## config.mk

```make
export PLATFORM = sky130hd
export DESIGN_NAME = stepper_init_decoder
export DESIGN_NICKNAME = d
export VERILOG_FILES = /design/src/include/stepper_init_pkg.sv /design/src/include/frame_if.sv /design/src/hdl/stepper_init_decoder.sv /design/src/hdl/serial_frame_rx.sv /design/src/hdl/wait_timer.sv
export SDC_FILE = /design/constraint.sdc
export NUM_CORES = 1
export LEC_CHECK = 0
export ABC_CLOCK_PERIOD_IN_PS = 6600
export BUFFER_PORTS_ARGS = -buffer_cell sky130_fd_sc_hd__buf_2
export CAP_MARGIN = 5
export CORE_UTILIZATION = 50
export CTS_BUF_LIST = sky130_fd_sc_hd__clkbuf_2
export CTS_CLUSTER_DIAMETER = 40
export CTS_CLUSTER_SIZE = 10
export DETAILED_ROUTE_END_ITERATION = 8
export GPL_TIMING_DRIVEN = 0
export PLACE_DENSITY = 0.7
export SYNTH_ARGS = -nofsm -noshare
export SYNTH_HDL_FRONTEND = slang
export SYNTH_HIERARCHICAL = 1
export SYNTH_SLANG_ARGS = --single-unit
```

## constraint.sdc

```tcl
create_clock -name clk -period 6.6 [get_ports clk]
set_clock_uncertainty 0.1 [all_clocks]
set_input_delay 0.33 -clock clk [delete_from_list [all_inputs] [get_ports clk]]
set_output_delay 0.33 -clock clk [all_outputs]
set_load 0.05 [all_outputs]
```

## src/include/stepper_init_pkg.sv

```systemverilog
// Overview of operation
// - Byte one gives frame type and expander levels
// - Expander bit zero sinks, one floats
// - Vertical sync rise starts start-up wait
// - Byte two counts wait in 256 us steps
// - Nonzero byte two needed for data update
// - Drive wait starts when start-up wait ends
// - Byte three counts drive wait, 256 us steps
// - Nonzero byte three needed for data update
// - Byte four bit seven picks chopping source
// - Chop code times 4 kHz, below 8 off
// - Chopping waits for config and first latch
// - Byte five selects monitor sources per channel
// - Several selected monitor sources are ORed
// - Checksum monitor high, low after bad frame
// - No chopping monitor with internal oscillator
// - Wait flags and pulse flags as defined
// - Byte six holds two alpha current references
// - Byte seven holds two beta current references
// - Type 111 is config, 000 is standard
// - Frame arrives LSB first, eight bytes
// - Bytes sum to zero, else inhibit stepping
// - Current select zero low nibble, one high
package stepper_init_pkg;
    // Frame layout
    localparam int       FRAME_BYTES = 8;
    localparam int       FRAME_BITS  = 64;
    localparam int       TYPE_LSB    = 5;
    localparam logic [2:0] TYPE_INIT = 3'h7;
    localparam logic [2:0] TYPE_STD  = 3'h0;
    localparam int       B_TYPE      = 0;
    localparam int       B_WAIT      = 1;
    localparam int       B_DRIVE     = 2;
    localparam int       B_CHOP      = 3;
    localparam int       B_MON       = 4;
    localparam int       B_REFA      = 5;
    localparam int       B_REFB      = 6;
    localparam int       CHOP_SRC_BIT = 7;
    localparam logic [4:0] CHOP_MIN_CODE = 5'h08;
    // Monitor select bit positions
    localparam int       MON_EN      = 6;
    localparam int       MON_ROT     = 5;
    localparam int       MON_PULSE   = 4;
    localparam int       MON_PRES    = 3;
    localparam int       MON_GATE    = 2;
    localparam int       MON_CHK     = 1;
    localparam int       MON_CHOP    = 0;
    // Timing, counted in edges of the 4 MHz oscillator input
    localparam int       STEP_US     = 256;
    localparam int       OSC_KHZ     = 4000;
    localparam int       STEP_EDGES  = STEP_US * OSC_KHZ / 1000;
    localparam logic [9:0] STEP_LAST = 10'(STEP_EDGES - 1);
    localparam logic [11:0] CHOP_HALF = 12'(OSC_KHZ / 2);
    // Register map and reset values
    localparam logic [7:0] REG_CTRL   = 8'h00;
    localparam logic [7:0] REG_STATUS = 8'h04;
    localparam logic [7:0] REG_CFG0   = 8'h08;
    localparam logic [7:0] REG_CFG1   = 8'h0c;
    localparam logic [63:0] CFG_RST   = 64'h0000_0000_0000_000f;
    localparam logic [31:0] CTRL_RST  = 32'h0000_0001;

    // Pick one of two 4-bit references by the current select bit
    function automatic logic [3:0] ref_pick(input logic [7:0] refs, input logic sel);
        ref_pick = sel ? refs[7:4] : refs[3:0];
    endfunction : ref_pick
endpackage : stepper_init_pkg

```

## src/include/frame_if.sv

```systemverilog
`timescale 1ns/10ps
// Received frame handed from the serial receiver to the decoder
interface frame_if;
    logic [63:0] frame;
    logic        done;
    logic        sum_ok;
    modport rx (output frame, output done, output sum_ok);
    modport cmd (input frame, input done, input sum_ok);
endinterface : frame_if

```

## src/hdl/stepper_init_decoder.sv

```systemverilog
// The register addresses and the strobed register port were chosen for this implementation.
`timescale 1ns/10ps
module stepper_init_decoder
    import stepper_init_pkg::*;
(
    // Clock and reset
    input  wire logic        clk,
    input  wire logic        sys_rst,
    // Register port
    input  wire logic [7:0]  reg_addr,
    input  wire logic [31:0] reg_wdata,
    input  wire logic        reg_wr,
    input  wire logic        reg_rd,
    output logic [31:0]      reg_rdata,
    // Serial frame input
    input  wire logic        ser_sync,
    input  wire logic        ser_valid,
    input  wire logic        ser_bit,
    // Timing inputs
    input  wire logic        vertical_sync,
    input  wire logic        ext_osc_input,
    // Channel state from stepping logic, index 0 alpha, 1 beta
    input  wire logic [1:0]  ch_enable,
    input  wire logic [1:0]  ch_rotation,
    input  wire logic [1:0]  step_pulse_out,
    input  wire logic [1:0]  pulse_present_flag,
    input  wire logic [1:0]  pulse_gate,
    input  wire logic [1:0]  cur_sel,
    // Open-drain expander outputs
    output logic [3:0]       expander_out_o,
    output logic [3:0]       expander_out_oe,
    // Monitor and wait flags
    output logic [1:0]       monitor_pin,
    output logic             startup_wait_flag,
    output logic             combined_wait_flag,
    // Chopping
    output logic             chop_out,
    output logic             chop_int_sel,
    // Current references
    output logic [3:0]       current_reference_a,
    output logic [3:0]       current_reference_b,
    // Standard data toward the stepping logic
    output logic [63:0]      std_data,
    output logic             std_latch,
    output logic             step_inhibit,
    output logic             update_allowed
);
    frame_if fr ();

    logic [31:0] ctrl_q;
    logic [63:0] cfg_q;
    logic [63:0] std_buf_q;
    logic        std_pend_q;
    logic        init_seen_q;
    logic        chk_ok_q;
    logic        chop_en_q;
    logic        chop_q;
    logic [11:0] acc_q;
    logic        vs_prev_q;
    logic        osc_prev_q;
    logic        osc_tick;
    logic        vs_rise;
    logic        wait_done;
    logic        drive_busy;
    logic        drive_done;
    logic [2:0]  ftype;
    logic        good_init;
    logic        good_std;
    logic [4:0]  chop_code;
    logic [6:0]  chop_val;
    logic [12:0] acc_sum;
    logic [6:0]  mon_sel;
    logic        chop_mon;
    logic [1:0]  mon_d;
    logic [31:0] rdata_d;

    // Serial receiver, gated by the software enable bit
    serial_frame_rx u_rx (
        .clk       (clk),
        .sys_rst   (sys_rst),
        .enable    (ctrl_q[0]),
        .ser_sync  (ser_sync),
        .ser_valid (ser_valid),
        .ser_bit   (ser_bit),
        .fr        (fr.rx)
    );

    // Frame classification
    assign ftype     = fr.frame[8*B_TYPE + TYPE_LSB +: 3];
    assign good_init = fr.done && fr.sum_ok && ftype == TYPE_INIT;
    assign good_std  = fr.done && fr.sum_ok && ftype == TYPE_STD;

    // Edge detectors; inputs are synchronous to clk
    always_ff @(posedge clk) begin
        if (sys_rst) begin
            vs_prev_q  <= 1'b0;
            osc_prev_q <= 1'b0;
        end else begin
            vs_prev_q  <= vertical_sync;
            osc_prev_q <= ext_osc_input;
        end
    end
    assign vs_rise  = vertical_sync && !vs_prev_q;
    assign osc_tick = ext_osc_input && !osc_prev_q;

    // Software control register
    always_ff @(posedge clk) begin
        if (sys_rst) begin
            ctrl_q <= CTRL_RST;
        end else if (reg_wr && reg_addr == REG_CTRL) begin
            ctrl_q <= {31'h0, reg_wdata[0]};
        end
    end

    // Configuration held until the next good config frame
    always_ff @(posedge clk) begin
        if (sys_rst) begin
            cfg_q       <= CFG_RST;
            init_seen_q <= 1'b0;
        end else if (good_init) begin
            cfg_q       <= fr.frame;
            init_seen_q <= 1'b1;
        end
    end

    // Checksum status: good frame sets, bad frame clears
    always_ff @(posedge clk) begin
        if (sys_rst) begin
            chk_ok_q <= 1'b1;
        end else if (fr.done) begin
            chk_ok_q <= fr.sum_ok;
        end
    end
    assign step_inhibit = !chk_ok_q;

    // Expander pins sink on a zero bit and float on a one
    assign expander_out_o  = 4'h0;
    assign expander_out_oe = ~cfg_q[3:0];

    // Start-up wait restarts at every vertical sync rise
    wait_timer u_wait (
        .clk     (clk),
        .sys_rst (sys_rst),
        .tick    (osc_tick),
        .start   (vs_rise),
        .load    (cfg_q[8*B_WAIT +: 8]),
        .busy    (startup_wait_flag),
        .done    (wait_done)
    );

    // Drive wait starts as the start-up wait ends
    wait_timer u_drive (
        .clk     (clk),
        .sys_rst (sys_rst),
        .tick    (osc_tick),
        .start   (wait_done),
        .load    (cfg_q[8*B_DRIVE +: 8]),
        .busy    (drive_busy),
        .done    (drive_done)
    );

    // High across both waits without a gap at the hand-over
    assign combined_wait_flag = startup_wait_flag || drive_busy;

    // Data update needs both waits to be nonzero
    assign update_allowed = cfg_q[8*B_WAIT +: 8] != 8'h00 &&
                            cfg_q[8*B_DRIVE +: 8] != 8'h00;

    // A zero wait setting means the latch point never comes, so a
    // pending standard frame simply waits for a good config frame.
    always_ff @(posedge clk) begin
        if (sys_rst) begin
            std_pend_q <= 1'b0;
            std_buf_q  <= 64'h0;
        end else if (good_std) begin
            std_pend_q <= 1'b1;
            std_buf_q  <= fr.frame;
        end else if (drive_done && update_allowed) begin
            std_pend_q <= 1'b0;
        end
    end

    // Standard data latched at the end of the combined wait
    always_ff @(posedge clk) begin
        if (sys_rst) begin
            std_data  <= 64'h0;
            std_latch <= 1'b0;
        end else begin
            std_latch <= drive_done && update_allowed && std_pend_q && chk_ok_q;
            if (drive_done && update_allowed && std_pend_q && chk_ok_q) begin
                std_data <= std_buf_q;
            end
        end
    end

    // Chopping allowed after config and the first standard latch
    always_ff @(posedge clk) begin
        if (sys_rst) begin
            chop_en_q <= 1'b0;
        end else if (std_latch && init_seen_q) begin
            chop_en_q <= 1'b1;
        end
    end

    // Chopping source and code
    assign chop_int_sel = cfg_q[8*B_CHOP + CHOP_SRC_BIT];
    assign chop_code    = cfg_q[8*B_CHOP +: 5];
    assign chop_val     = {chop_code, 2'b00};
    assign acc_sum      = {1'b0, acc_q} + {6'h00, chop_val};

    // Phase accumulator on oscillator edges; toggling each time the sum
    // passes half the oscillator rate yields chop_val kHz exactly on
    // average, at the cost of one oscillator edge of jitter.
    always_ff @(posedge clk) begin
        if (sys_rst || !chop_en_q || chop_int_sel || chop_code < CHOP_MIN_CODE) begin
            acc_q  <= 12'h000;
            chop_q <= 1'b0;
        end else if (osc_tick) begin
            if (acc_sum >= {1'b0, CHOP_HALF}) begin
                acc_q  <= 12'(acc_sum - {1'b0, CHOP_HALF});
                chop_q <= !chop_q;
            end else begin
                acc_q <= acc_sum[11:0];
            end
        end
    end

    // Internal oscillator mode is handled in the analog block
    assign chop_out = chop_q && chop_en_q;
    assign chop_mon = chop_q && !chop_int_sel;

    // Monitor selection, ORed when several are chosen
    assign mon_sel = cfg_q[8*B_MON +: 7];
    always_comb begin
        mon_d[0] = (mon_sel[MON_EN]    && ch_enable[0])          ||
                   (mon_sel[MON_ROT]   && ch_rotation[0])        ||
                   (mon_sel[MON_PULSE] && step_pulse_out[0])     ||
                   (mon_sel[MON_PRES]  && pulse_present_flag[0]) ||
                   (mon_sel[MON_GATE]  && pulse_gate[0])         ||
                   (mon_sel[MON_CHK]   && chk_ok_q)              ||
                   (mon_sel[MON_CHOP]  && chop_mon);
        mon_d[1] = (mon_sel[MON_EN]    && ch_enable[1])          ||
                   (mon_sel[MON_ROT]   && ch_rotation[1])        ||
                   (mon_sel[MON_PULSE] && step_pulse_out[1])     ||
                   (mon_sel[MON_PRES]  && pulse_present_flag[1]) ||
                   (mon_sel[MON_GATE]  && pulse_gate[1])         ||
                   (mon_sel[MON_CHK]   && combined_wait_flag)    ||
                   (mon_sel[MON_CHOP]  && startup_wait_flag);
    end

    // Registered monitor pins and current references
    always_ff @(posedge clk) begin
        if (sys_rst) begin
            monitor_pin         <= 2'b00;
            current_reference_a <= 4'h0;
            current_reference_b <= 4'h0;
        end else begin
            monitor_pin         <= mon_d;
            current_reference_a <= ref_pick(cfg_q[8*B_REFA +: 8], cur_sel[0]);
            current_reference_b <= ref_pick(cfg_q[8*B_REFB +: 8], cur_sel[1]);
        end
    end

    // Register read mux; unmapped addresses read zero
    always_comb begin
        case (reg_addr)
            REG_CTRL:   rdata_d = ctrl_q;
            REG_STATUS: rdata_d = {25'h0, chop_int_sel, chop_en_q, init_seen_q, std_pend_q,
                                   chk_ok_q, combined_wait_flag, startup_wait_flag};
            REG_CFG0:   rdata_d = cfg_q[31:0];
            REG_CFG1:   rdata_d = {8'h00, cfg_q[55:32]};
            default:    rdata_d = 32'h0;
        endcase
    end

    // Read data stand only in the cycle after the strobe
    always_ff @(posedge clk) begin
        if (sys_rst) begin
            reg_rdata <= 32'h0;
        end else begin
            reg_rdata <= reg_rd ? rdata_d : 32'h0;
        end
    end

    // Checks
    a_exp_levels: assert property (@(posedge clk) disable iff (sys_rst)
        good_init |=> expander_out_oe == ~$past(fr.frame[3:0]))
        else $error("expander levels not taken from config frame");

    a_wait_start: assert property (@(posedge clk) disable iff (sys_rst)
        vs_rise && cfg_q[15:8] != 8'h00 |=> startup_wait_flag)
        else $error("start-up wait did not start on vertical sync");

    a_drive_follow: assert property (@(posedge clk) disable iff (sys_rst)
        $fell(startup_wait_flag) && !$past(vs_rise) && cfg_q[23:16] != 8'h00 |-> combined_wait_flag)
        else $error("drive wait did not follow start-up wait");

    a_bad_sum: assert property (@(posedge clk) disable iff (sys_rst)
        fr.done && !fr.sum_ok |=> step_inhibit && !std_latch)
        else $error("bad checksum did not inhibit stepping");

    a_chop_gate: assert property (@(posedge clk) disable iff (sys_rst)
        !init_seen_q |-> !chop_out)
        else $error("chopping before configuration");

    a_chop_int: assert property (@(posedge clk) disable iff (sys_rst)
        chop_int_sel && mon_sel == 7'h01 |=> !monitor_pin[0])
        else $error("chopping monitor in internal mode");

    a_mon_chk: assert property (@(posedge clk) disable iff (sys_rst)
        mon_sel == 7'h02 && fr.done && !fr.sum_ok |=> ##1 !monitor_pin[0])
        else $error("checksum monitor not low after error");

    a_cfg_hold: assert property (@(posedge clk) disable iff (sys_rst)
        !good_init |=> $stable(cfg_q))
        else $error("config changed without good config frame");

    a_ref_pick: assert property (@(posedge clk) disable iff (sys_rst)
        cur_sel[0] |=> current_reference_a == $past(cfg_q[47:44]))
        else $error("alpha reference not taken from high nibble");
endmodule : stepper_init_decoder

```

## src/hdl/serial_frame_rx.sv

```systemverilog
`timescale 1ns/10ps
module serial_frame_rx
    import stepper_init_pkg::*;
(
    // Clock and reset
    input  wire logic clk,
    input  wire logic sys_rst,
    // Serial input
    input  wire logic enable,
    input  wire logic ser_sync,
    input  wire logic ser_valid,
    input  wire logic ser_bit,
    // Frame out
    frame_if.rx       fr
);
    logic [62:0] sh_q;
    logic [5:0]  bit_q;
    logic [63:0] next_frame;
    logic [7:0]  sum;

    // New bit enters at the top, so byte 1 bit 0 ends at bit 0
    always_comb begin
        next_frame = {ser_bit, sh_q};
        sum = 8'h00;
        for (int i = 0; i < FRAME_BYTES; i++) begin
            sum = sum + next_frame[8*i +: 8];
        end
    end

    // Bit counter restarts whenever the sync frame enable drops
    always_ff @(posedge clk) begin
        if (sys_rst || !ser_sync || !enable) begin
            bit_q <= 6'h00;
        end else if (ser_valid) begin
            bit_q <= bit_q + 6'h01;
            sh_q  <= next_frame[63:1];
        end
    end

    // Frame out with checksum verdict, one-cycle done pulse
    always_ff @(posedge clk) begin
        if (sys_rst) begin
            fr.done   <= 1'b0;
            fr.sum_ok <= 1'b1;
            fr.frame  <= 64'h0;
        end else begin
            fr.done <= ser_sync && enable && ser_valid && bit_q == 6'h3f;
            if (ser_sync && enable && ser_valid && bit_q == 6'h3f) begin
                fr.frame  <= next_frame;
                fr.sum_ok <= sum == 8'h00;
            end
        end
    end
endmodule : serial_frame_rx

```

## src/hdl/wait_timer.sv

```systemverilog
`timescale 1ns/10ps
module wait_timer
    import stepper_init_pkg::*;
(
    // Clock and reset
    input  wire logic       clk,
    input  wire logic       sys_rst,
    // Control
    input  wire logic       tick,
    input  wire logic       start,
    input  wire logic [7:0] load,
    // Status
    output logic            busy,
    output logic            done
);
    logic [9:0] pre_q;
    logic [7:0] cnt_q;
    logic       step;

    assign step = busy && tick && pre_q == STEP_LAST;
    // Last step of the count; also starts any following timer
    assign done = step && cnt_q == 8'h01;

    // Zero load never starts, so a zero byte blocks the cycle
    always_ff @(posedge clk) begin
        if (sys_rst) begin
            busy <= 1'b0;
        end else if (start) begin
            busy <= load != 8'h00;
        end else if (done) begin
            busy <= 1'b0;
        end
    end

    // Step counter in units of 256 us
    always_ff @(posedge clk) begin
        if (sys_rst) begin
            cnt_q <= 8'h00;
        end else if (start) begin
            cnt_q <= load;
        end else if (step) begin
            cnt_q <= cnt_q - 8'h01;
        end
    end

    // Oscillator edge prescaler
    always_ff @(posedge clk) begin
        if (sys_rst || start) begin
            pre_q <= 10'h000;
        end else if (busy && tick) begin
            pre_q <= (pre_q == STEP_LAST) ? 10'h000 : pre_q + 10'h001;
        end
    end
endmodule : wait_timer

```

======== After elaboration in Yosys (flattened, before gate mapping) ========
Index checks and enable logic that the tools add are counted.
storage, ports and cells
  register bits after elaboration ......... 420
  input bits .............................. 61
  output and inout port bits .............. 121
  logic and storage cells ................. 149
operators by class
  $add $sub $neg .......................... 14
  $lt $le $gt $ge ......................... 2
  equal/unequal tests ..................... 9
  multiplexer cells ....................... 16
  bitwise logic cells ..................... 3
  reduce and logical (&&, ||, !) cells .... 77
operator list
  cell                      count
  $pmux W32 S4              1
  $add A8 B8 Y8             7
  $logic_and A1 B1 Y1       36
  $mux W8                   4
  $add A10 B1 Y10 const B   2
  $eq A10 B10 Y1 const B    2
  $logic_or A1 B1 Y1        20
  $mux W10                  2
  $eq A8 B1 Y1 const B      2
  $eq A8 B4 Y1 const B      2
  $logic_not A8 Y1          2
  $reduce_bool A8 Y1        2
  $sub A8 B1 Y8 const B     2
  $add A12 B7 Y13           1
  $ge A13 B11 Y1 const B    1
  $mux W12                  1
  $sub A12 B11 Y12 const B  1
  $reduce_bool A2 Y1        5
  $eq A8 B3 Y1 const B      1
  $logic_not A1 Y1          8
  $mux W4                   2
  $add A6 B1 Y6 const B     1
  $eq A6 B6 Y1 const B      1
  $mux W1                   6
  7 further kinds           9

======== Logic depth before layout (Yosys ltp) ========
  word-level depth ........................ 8
  gate-level depth with buffers ........... 17

======== Cells and area by module ========
The synthesis kept the hierarchy.
by module, submodules not included
  module                instances  cells each  area each (um^2)
  stepper_init_decoder  1          1125        9198.8
  serial_frame_rx       1          507         5745.5
  wait_timer            2          122         1111.1

======== Least setup slack after synthesis ========
No wires, ideal clock.
  path kind ............................... reg2reg
  start point ............................. register ctrl_q[0]
  end point ............................... register u_rx.sh_q[0] (enable)
  setup time .............................. 0.484 ns
  arrival time ............................ 3.481 ns
  slack ................................... 2.535 ns
  cell stages (with the launch flop) ...... 5
  period minus slack after synthesis ...... 4.065 ns
  path through ............................ dfxtp_1 -> nand2_1 -> or2_2 -> clkbuf_1 -> nor2_1
on the way
  word-level cells in the longest chain between the ends .. 4
RTL lines
  item                                line                         RTL
  from (decl)                         stepper_init_decoder.sv:50   logic [31:0] ctrl_q;
  from (signal assigned)              stepper_init_decoder.sv:111  ctrl_q <= {31'h0, reg_wdata[0]};
  $logic_not A1 Y1                    serial_frame_rx.sv:32        if (sys_rst || !ser_sync || !enable) begin
  $logic_or A1 B1 Y1                  serial_frame_rx.sv:32
  $not A1 Y1 (no source line)         -
  $reduce_and A2 Y1 (no source line)  -
  to (signal assigned)                serial_frame_rx.sv:36        sh_q <= next_frame[63:1];
  to (decl)                           serial_frame_rx.sv:16        logic [62:0] sh_q;
No other way between the ends.
A chain may end at the register's enable or synchronous reset.

======== Final worst setup path ========
  start point ............................. register osc_prev_q
  end point ............................... register std_data[58]
on the way
  word-level cells in the longest chain between the ends .. 8
RTL lines
  item                              line                         RTL
  from (decl)                       stepper_init_decoder.sv:60   logic osc_prev_q;
  from (signal assigned)            stepper_init_decoder.sv:100  osc_prev_q <= ext_osc_input;
  $logic_not A1 Y1                  stepper_init_decoder.sv:104  assign osc_tick = ext_osc_input && !osc_prev_q;
  $logic_and A1 B1 Y1               stepper_init_decoder.sv:104
  via osc_tick                      stepper_init_decoder.sv:61   logic osc_tick;
  $logic_and A1 B1 Y1 (2 in a row)  wait_timer.sv:20             assign step = busy && tick && pre_q == STEP_LAST;
  $logic_and A1 B1 Y1               wait_timer.sv:22             assign done = step && cnt_q == 8'h01;
  via drive_done                    stepper_init_decoder.sv:65   logic drive_done;
  $logic_and A1 B1 Y1 (3 in a row)  stepper_init_decoder.sv:190  if (drive_done && update_allowed && std_pend_q && chk_ok_q) begin
  to (signal assigned)              stepper_init_decoder.sv:191  std_data <= std_buf_q;
  to (decl)                         stepper_init_decoder.sv:43   output logic [63:0] std_data,
The timed path passes the listed nets, and every way through them passes these cells.

==> summary.md <==
| Metric | Value |
|---|---|
| Outcome | complete, no violations |
| Final WL | 45200 um |
| Gpl congestion | 0.923 |
| Layout net count | 2235 |
| CP arrival | 5.33 ns |
| CTS tree | yes |
| Post-Layout Cell Count | 2596 |
| Initial antenna violation count | 1 |
| Num CTS Buffers | 55 |
| WS Path Type | register to register |
| Slew of the pin with the lowest slew margin | 1.16 ns |
| Yosys cell types | 77 |
| Pins over their slew limit | 0 |
| ANT nets after route | 0 |
| Synth area leader | dfxtp_1 |
| I/O Pins | 182 |
| DR pass1 iterations | 6 |
| Max incr delay on CP | 0.88 ns |
| Post-CTS sizing | 0 |
| Most common library cells after synthesis | nand2_1, dfxtp_1, a21oi_1 |
| Gr ovfl total | 0 |
| GR Util All Layers | 25.6% |
| Largest net degree at the start of global routing | 36 |
| Die width | 187 um |
| Ys async rst share | 0% |
| CP required | 7.39 ns |
| Max-Cap Viols | 0 |
| CORE AREA | 0.0336 mm2 |
| Seq cells post-synth | 418 |
| Iter 0 DRT Violations | 1271 |
| Die ar. | 0.0351 mm2 |
| Placed cell count | 2471 |
| Clk Latency, worst-skew pair | 1.00 ns |
| Synth-to-layout area growth | 13.1% |
| Most frequent cell after synthesis | nand2_1 |
| Via density per instance | 5.37 |
| Final period util | 68.8% |
| Wire per inst | 17.4 um |
| Crit path top cell by count | clkbuf_1 |
| Synthesized area | 0.0172 mm2 |
| Setup TNS | 0 ns |
| Final setup violation count | 0 |
| Fin crit period | 4.54 ns |
| Final Hold Vio Count | 0 |
| Yosys warning count | 6 |
| Max VDD drop | 135 uV |
| Maximum clock path buffer count | 3 |
| Share of the synthesized area in the top cell type | 41.4% |
| Placed wire-length estimate | 33800 um |
| Max-slew headroom | 23.0% |
| Clock root cell | clkbuf_2 |
| CTS clk-pin slew, worst paths | 0.16 ns |
| Worst setup SP type | register |
| Die H | 187 um |
| Row cnt | 67 |
| Min-Delay Path Class | input port to register |
| Global-route wire length before repair | 71100 um |
| Top cells by area, synth | dfxtp_1, nand2_1, edfxtp_1 |
| Vias in the first global route | 13300 |
| Register area share after synthesis | 52.4% |
| DR DRC count | 0 |
| FMAX | 220 MHz |
| Ordered cell list for the critical path | nand2b_1 -> clkbuf_1 -> clkinv_1 -> clkbuf_1 -> nand4_4 -> nor3_4 -> and4_1 -> nand2_1 -> nor2_1 -> buf_6 -> clkbuf_1 -> nand2_1 -> a21oi_1 |
| Cells after Synth | 1876 |
| Worst Path Max Fanout | 19 |
| Share of layout cells above drive strength 1 | 14.5% |
| Average size of a mapped cell | 9.15 um2 |
| Port Buffer Count | 142 |
| Vias | 13900 |
| Clock Sinks | 418 |
| Slowest CP cell | clkbuf_1 |
| Worst Setup End Kind | register |
| Leakage | 7.26 nW |
| Post-synth EDFFs | 63 |
| Initial Util | 51.1% |
| PwrDens | 221 mW/mm2 |
| Primary FF master, synth | dfxtp_1 |
| H-tree depth | 2 |
| RSZ-0062 raised after global routing | false |
==> stage by stage <==
stage / hold slack (ns) / instance area, um2 / util (%) / power (W) / setup WS, ns
final: 0.0870 / 19400 / 57.8 / 0.00429 / 2.06
after floorplan: 0.327 / 17200 / - / 0.00285 / 2.53
after CTS: 0.0318 / 19400 / 57.7 / 0.00432 / 1.88
after global placement: 0.341 / 18400 / 54.9 / 0.00291 / 1.14
after global routing: 0.0866 / 19400 / 57.8 / 0.00445 / 1.81
after detailed placement: 0.343 / 18500 / 55.0 / 0.00292 / 1.84
==> critical path, delay by kind of cell, from the launching register on <==
kind                   cells  cell delay [ns]
AND/OR/NAND/NOR            7             2.05
buffers and inverters      5             1.85
flip-flops                 1             0.32
AO/OA/AOI/OAI              1             0.13
==> cell type report <==
cell class,instances,area [um2]
clock inverters,20,244
diodes,1,2.50
well taps,448,561
inverters,79,297
repair buffers,176,1060
plain buffers,111,512
flip-flops and latches,418,9000
clock buffers,72,360
fillers,3052,14200
multi-input cells,1271,7380
==> cell families (layout without fill, tap and decap cells) <==
group | Yosys count | in the layout | synth area share, %
other cells | 1 | 5 | 0.0218
buf+inv | 190 | 458 | 4.71
flops | 418 | 418 | 52.4
fa+ha+maj | 62 | 62 | 6.27
simple gates | 764 | 764 | 20.0
mux | 21 | 21 | 1.27
compound gates | 367 | 367 | 12.6
xor+xnor | 53 | 53 | 2.70
==> final timing paths <==
| path | start | endpoint | slack, ns | cells past startpoint |
|---|---|---|---|---|
| worst max-delay path | osc_prev_q | std_data[58] | 2.06 | 13 |
| worst min-delay path | pulse_gate[1] | monitor_pin[1] | 0.09 | 4 |
| worst max register to register | osc_prev_q | std_data[58] | 2.06 | 13 |
| worst min register to register | std_data[12] | std_data[12] | 0.36 | 2 |
==> layer usage <==
metal	track usage (%)	share of wire [%]
met1	34.1	43
met4	9.11	3.2
met2	40.9	45
met3	5.61	8.5
met5	0	0
==> power breakdown <==
group / switching, W / internal, W / total, W / leakage [nW]
combinational: 0.000155 / 0.000109 / 0.000264 / 3.45
sequential: 0.0000116 / 0.00260 / 0.00261 / 3.40
clock: 0.000907 / 0.000506 / 0.00141 / 0.414
==> registers in the layout (all words and copies together), names as in the netlist, 8 cells and up <==
| signal | flops |
|---|---|
| acc_q | 10 |
| cfg_q | 56 |
| reg_rdata | 32 |
| std_buf_q | 64 |
| std_data | 64 |
| u_drive/cnt_q | 8 |
| u_drive/pre_q | 10 |
| u_rx/fr.frame | 64 |
| u_rx/sh_q | 63 |
| u_wait/cnt_q | 8 |
| u_wait/pre_q | 10 |
==> placed cells by master, fill, tap and decap left out, drive strengths merged, types with 15 or more instances in the layout <==
| cell type | n |
|---|---|
| nor4 | 16 |
| nor2 | 96 |
| clkbuf | 156 |
| nand2 | 526 |
| inv | 82 |
| a21oi | 265 |
| nor3 | 26 |
| ha | 22 |
| edfxtp | 63 |
| xnor2 | 39 |
| nand3 | 18 |
| mux2i | 15 |
| nand4 | 19 |
| dlygate4sd3 | 31 |
| a22oi | 26 |
| dfxtp | 355 |
| buf | 172 |
| fa | 40 |
==> what timing repair did <==
item / CTS / global route
hold buffers: 31 / 0
setup buffers: 0 / 0
hold endpoints to repair: 183 / 0
Note: power is estimated with default switching activity, not from simulation.
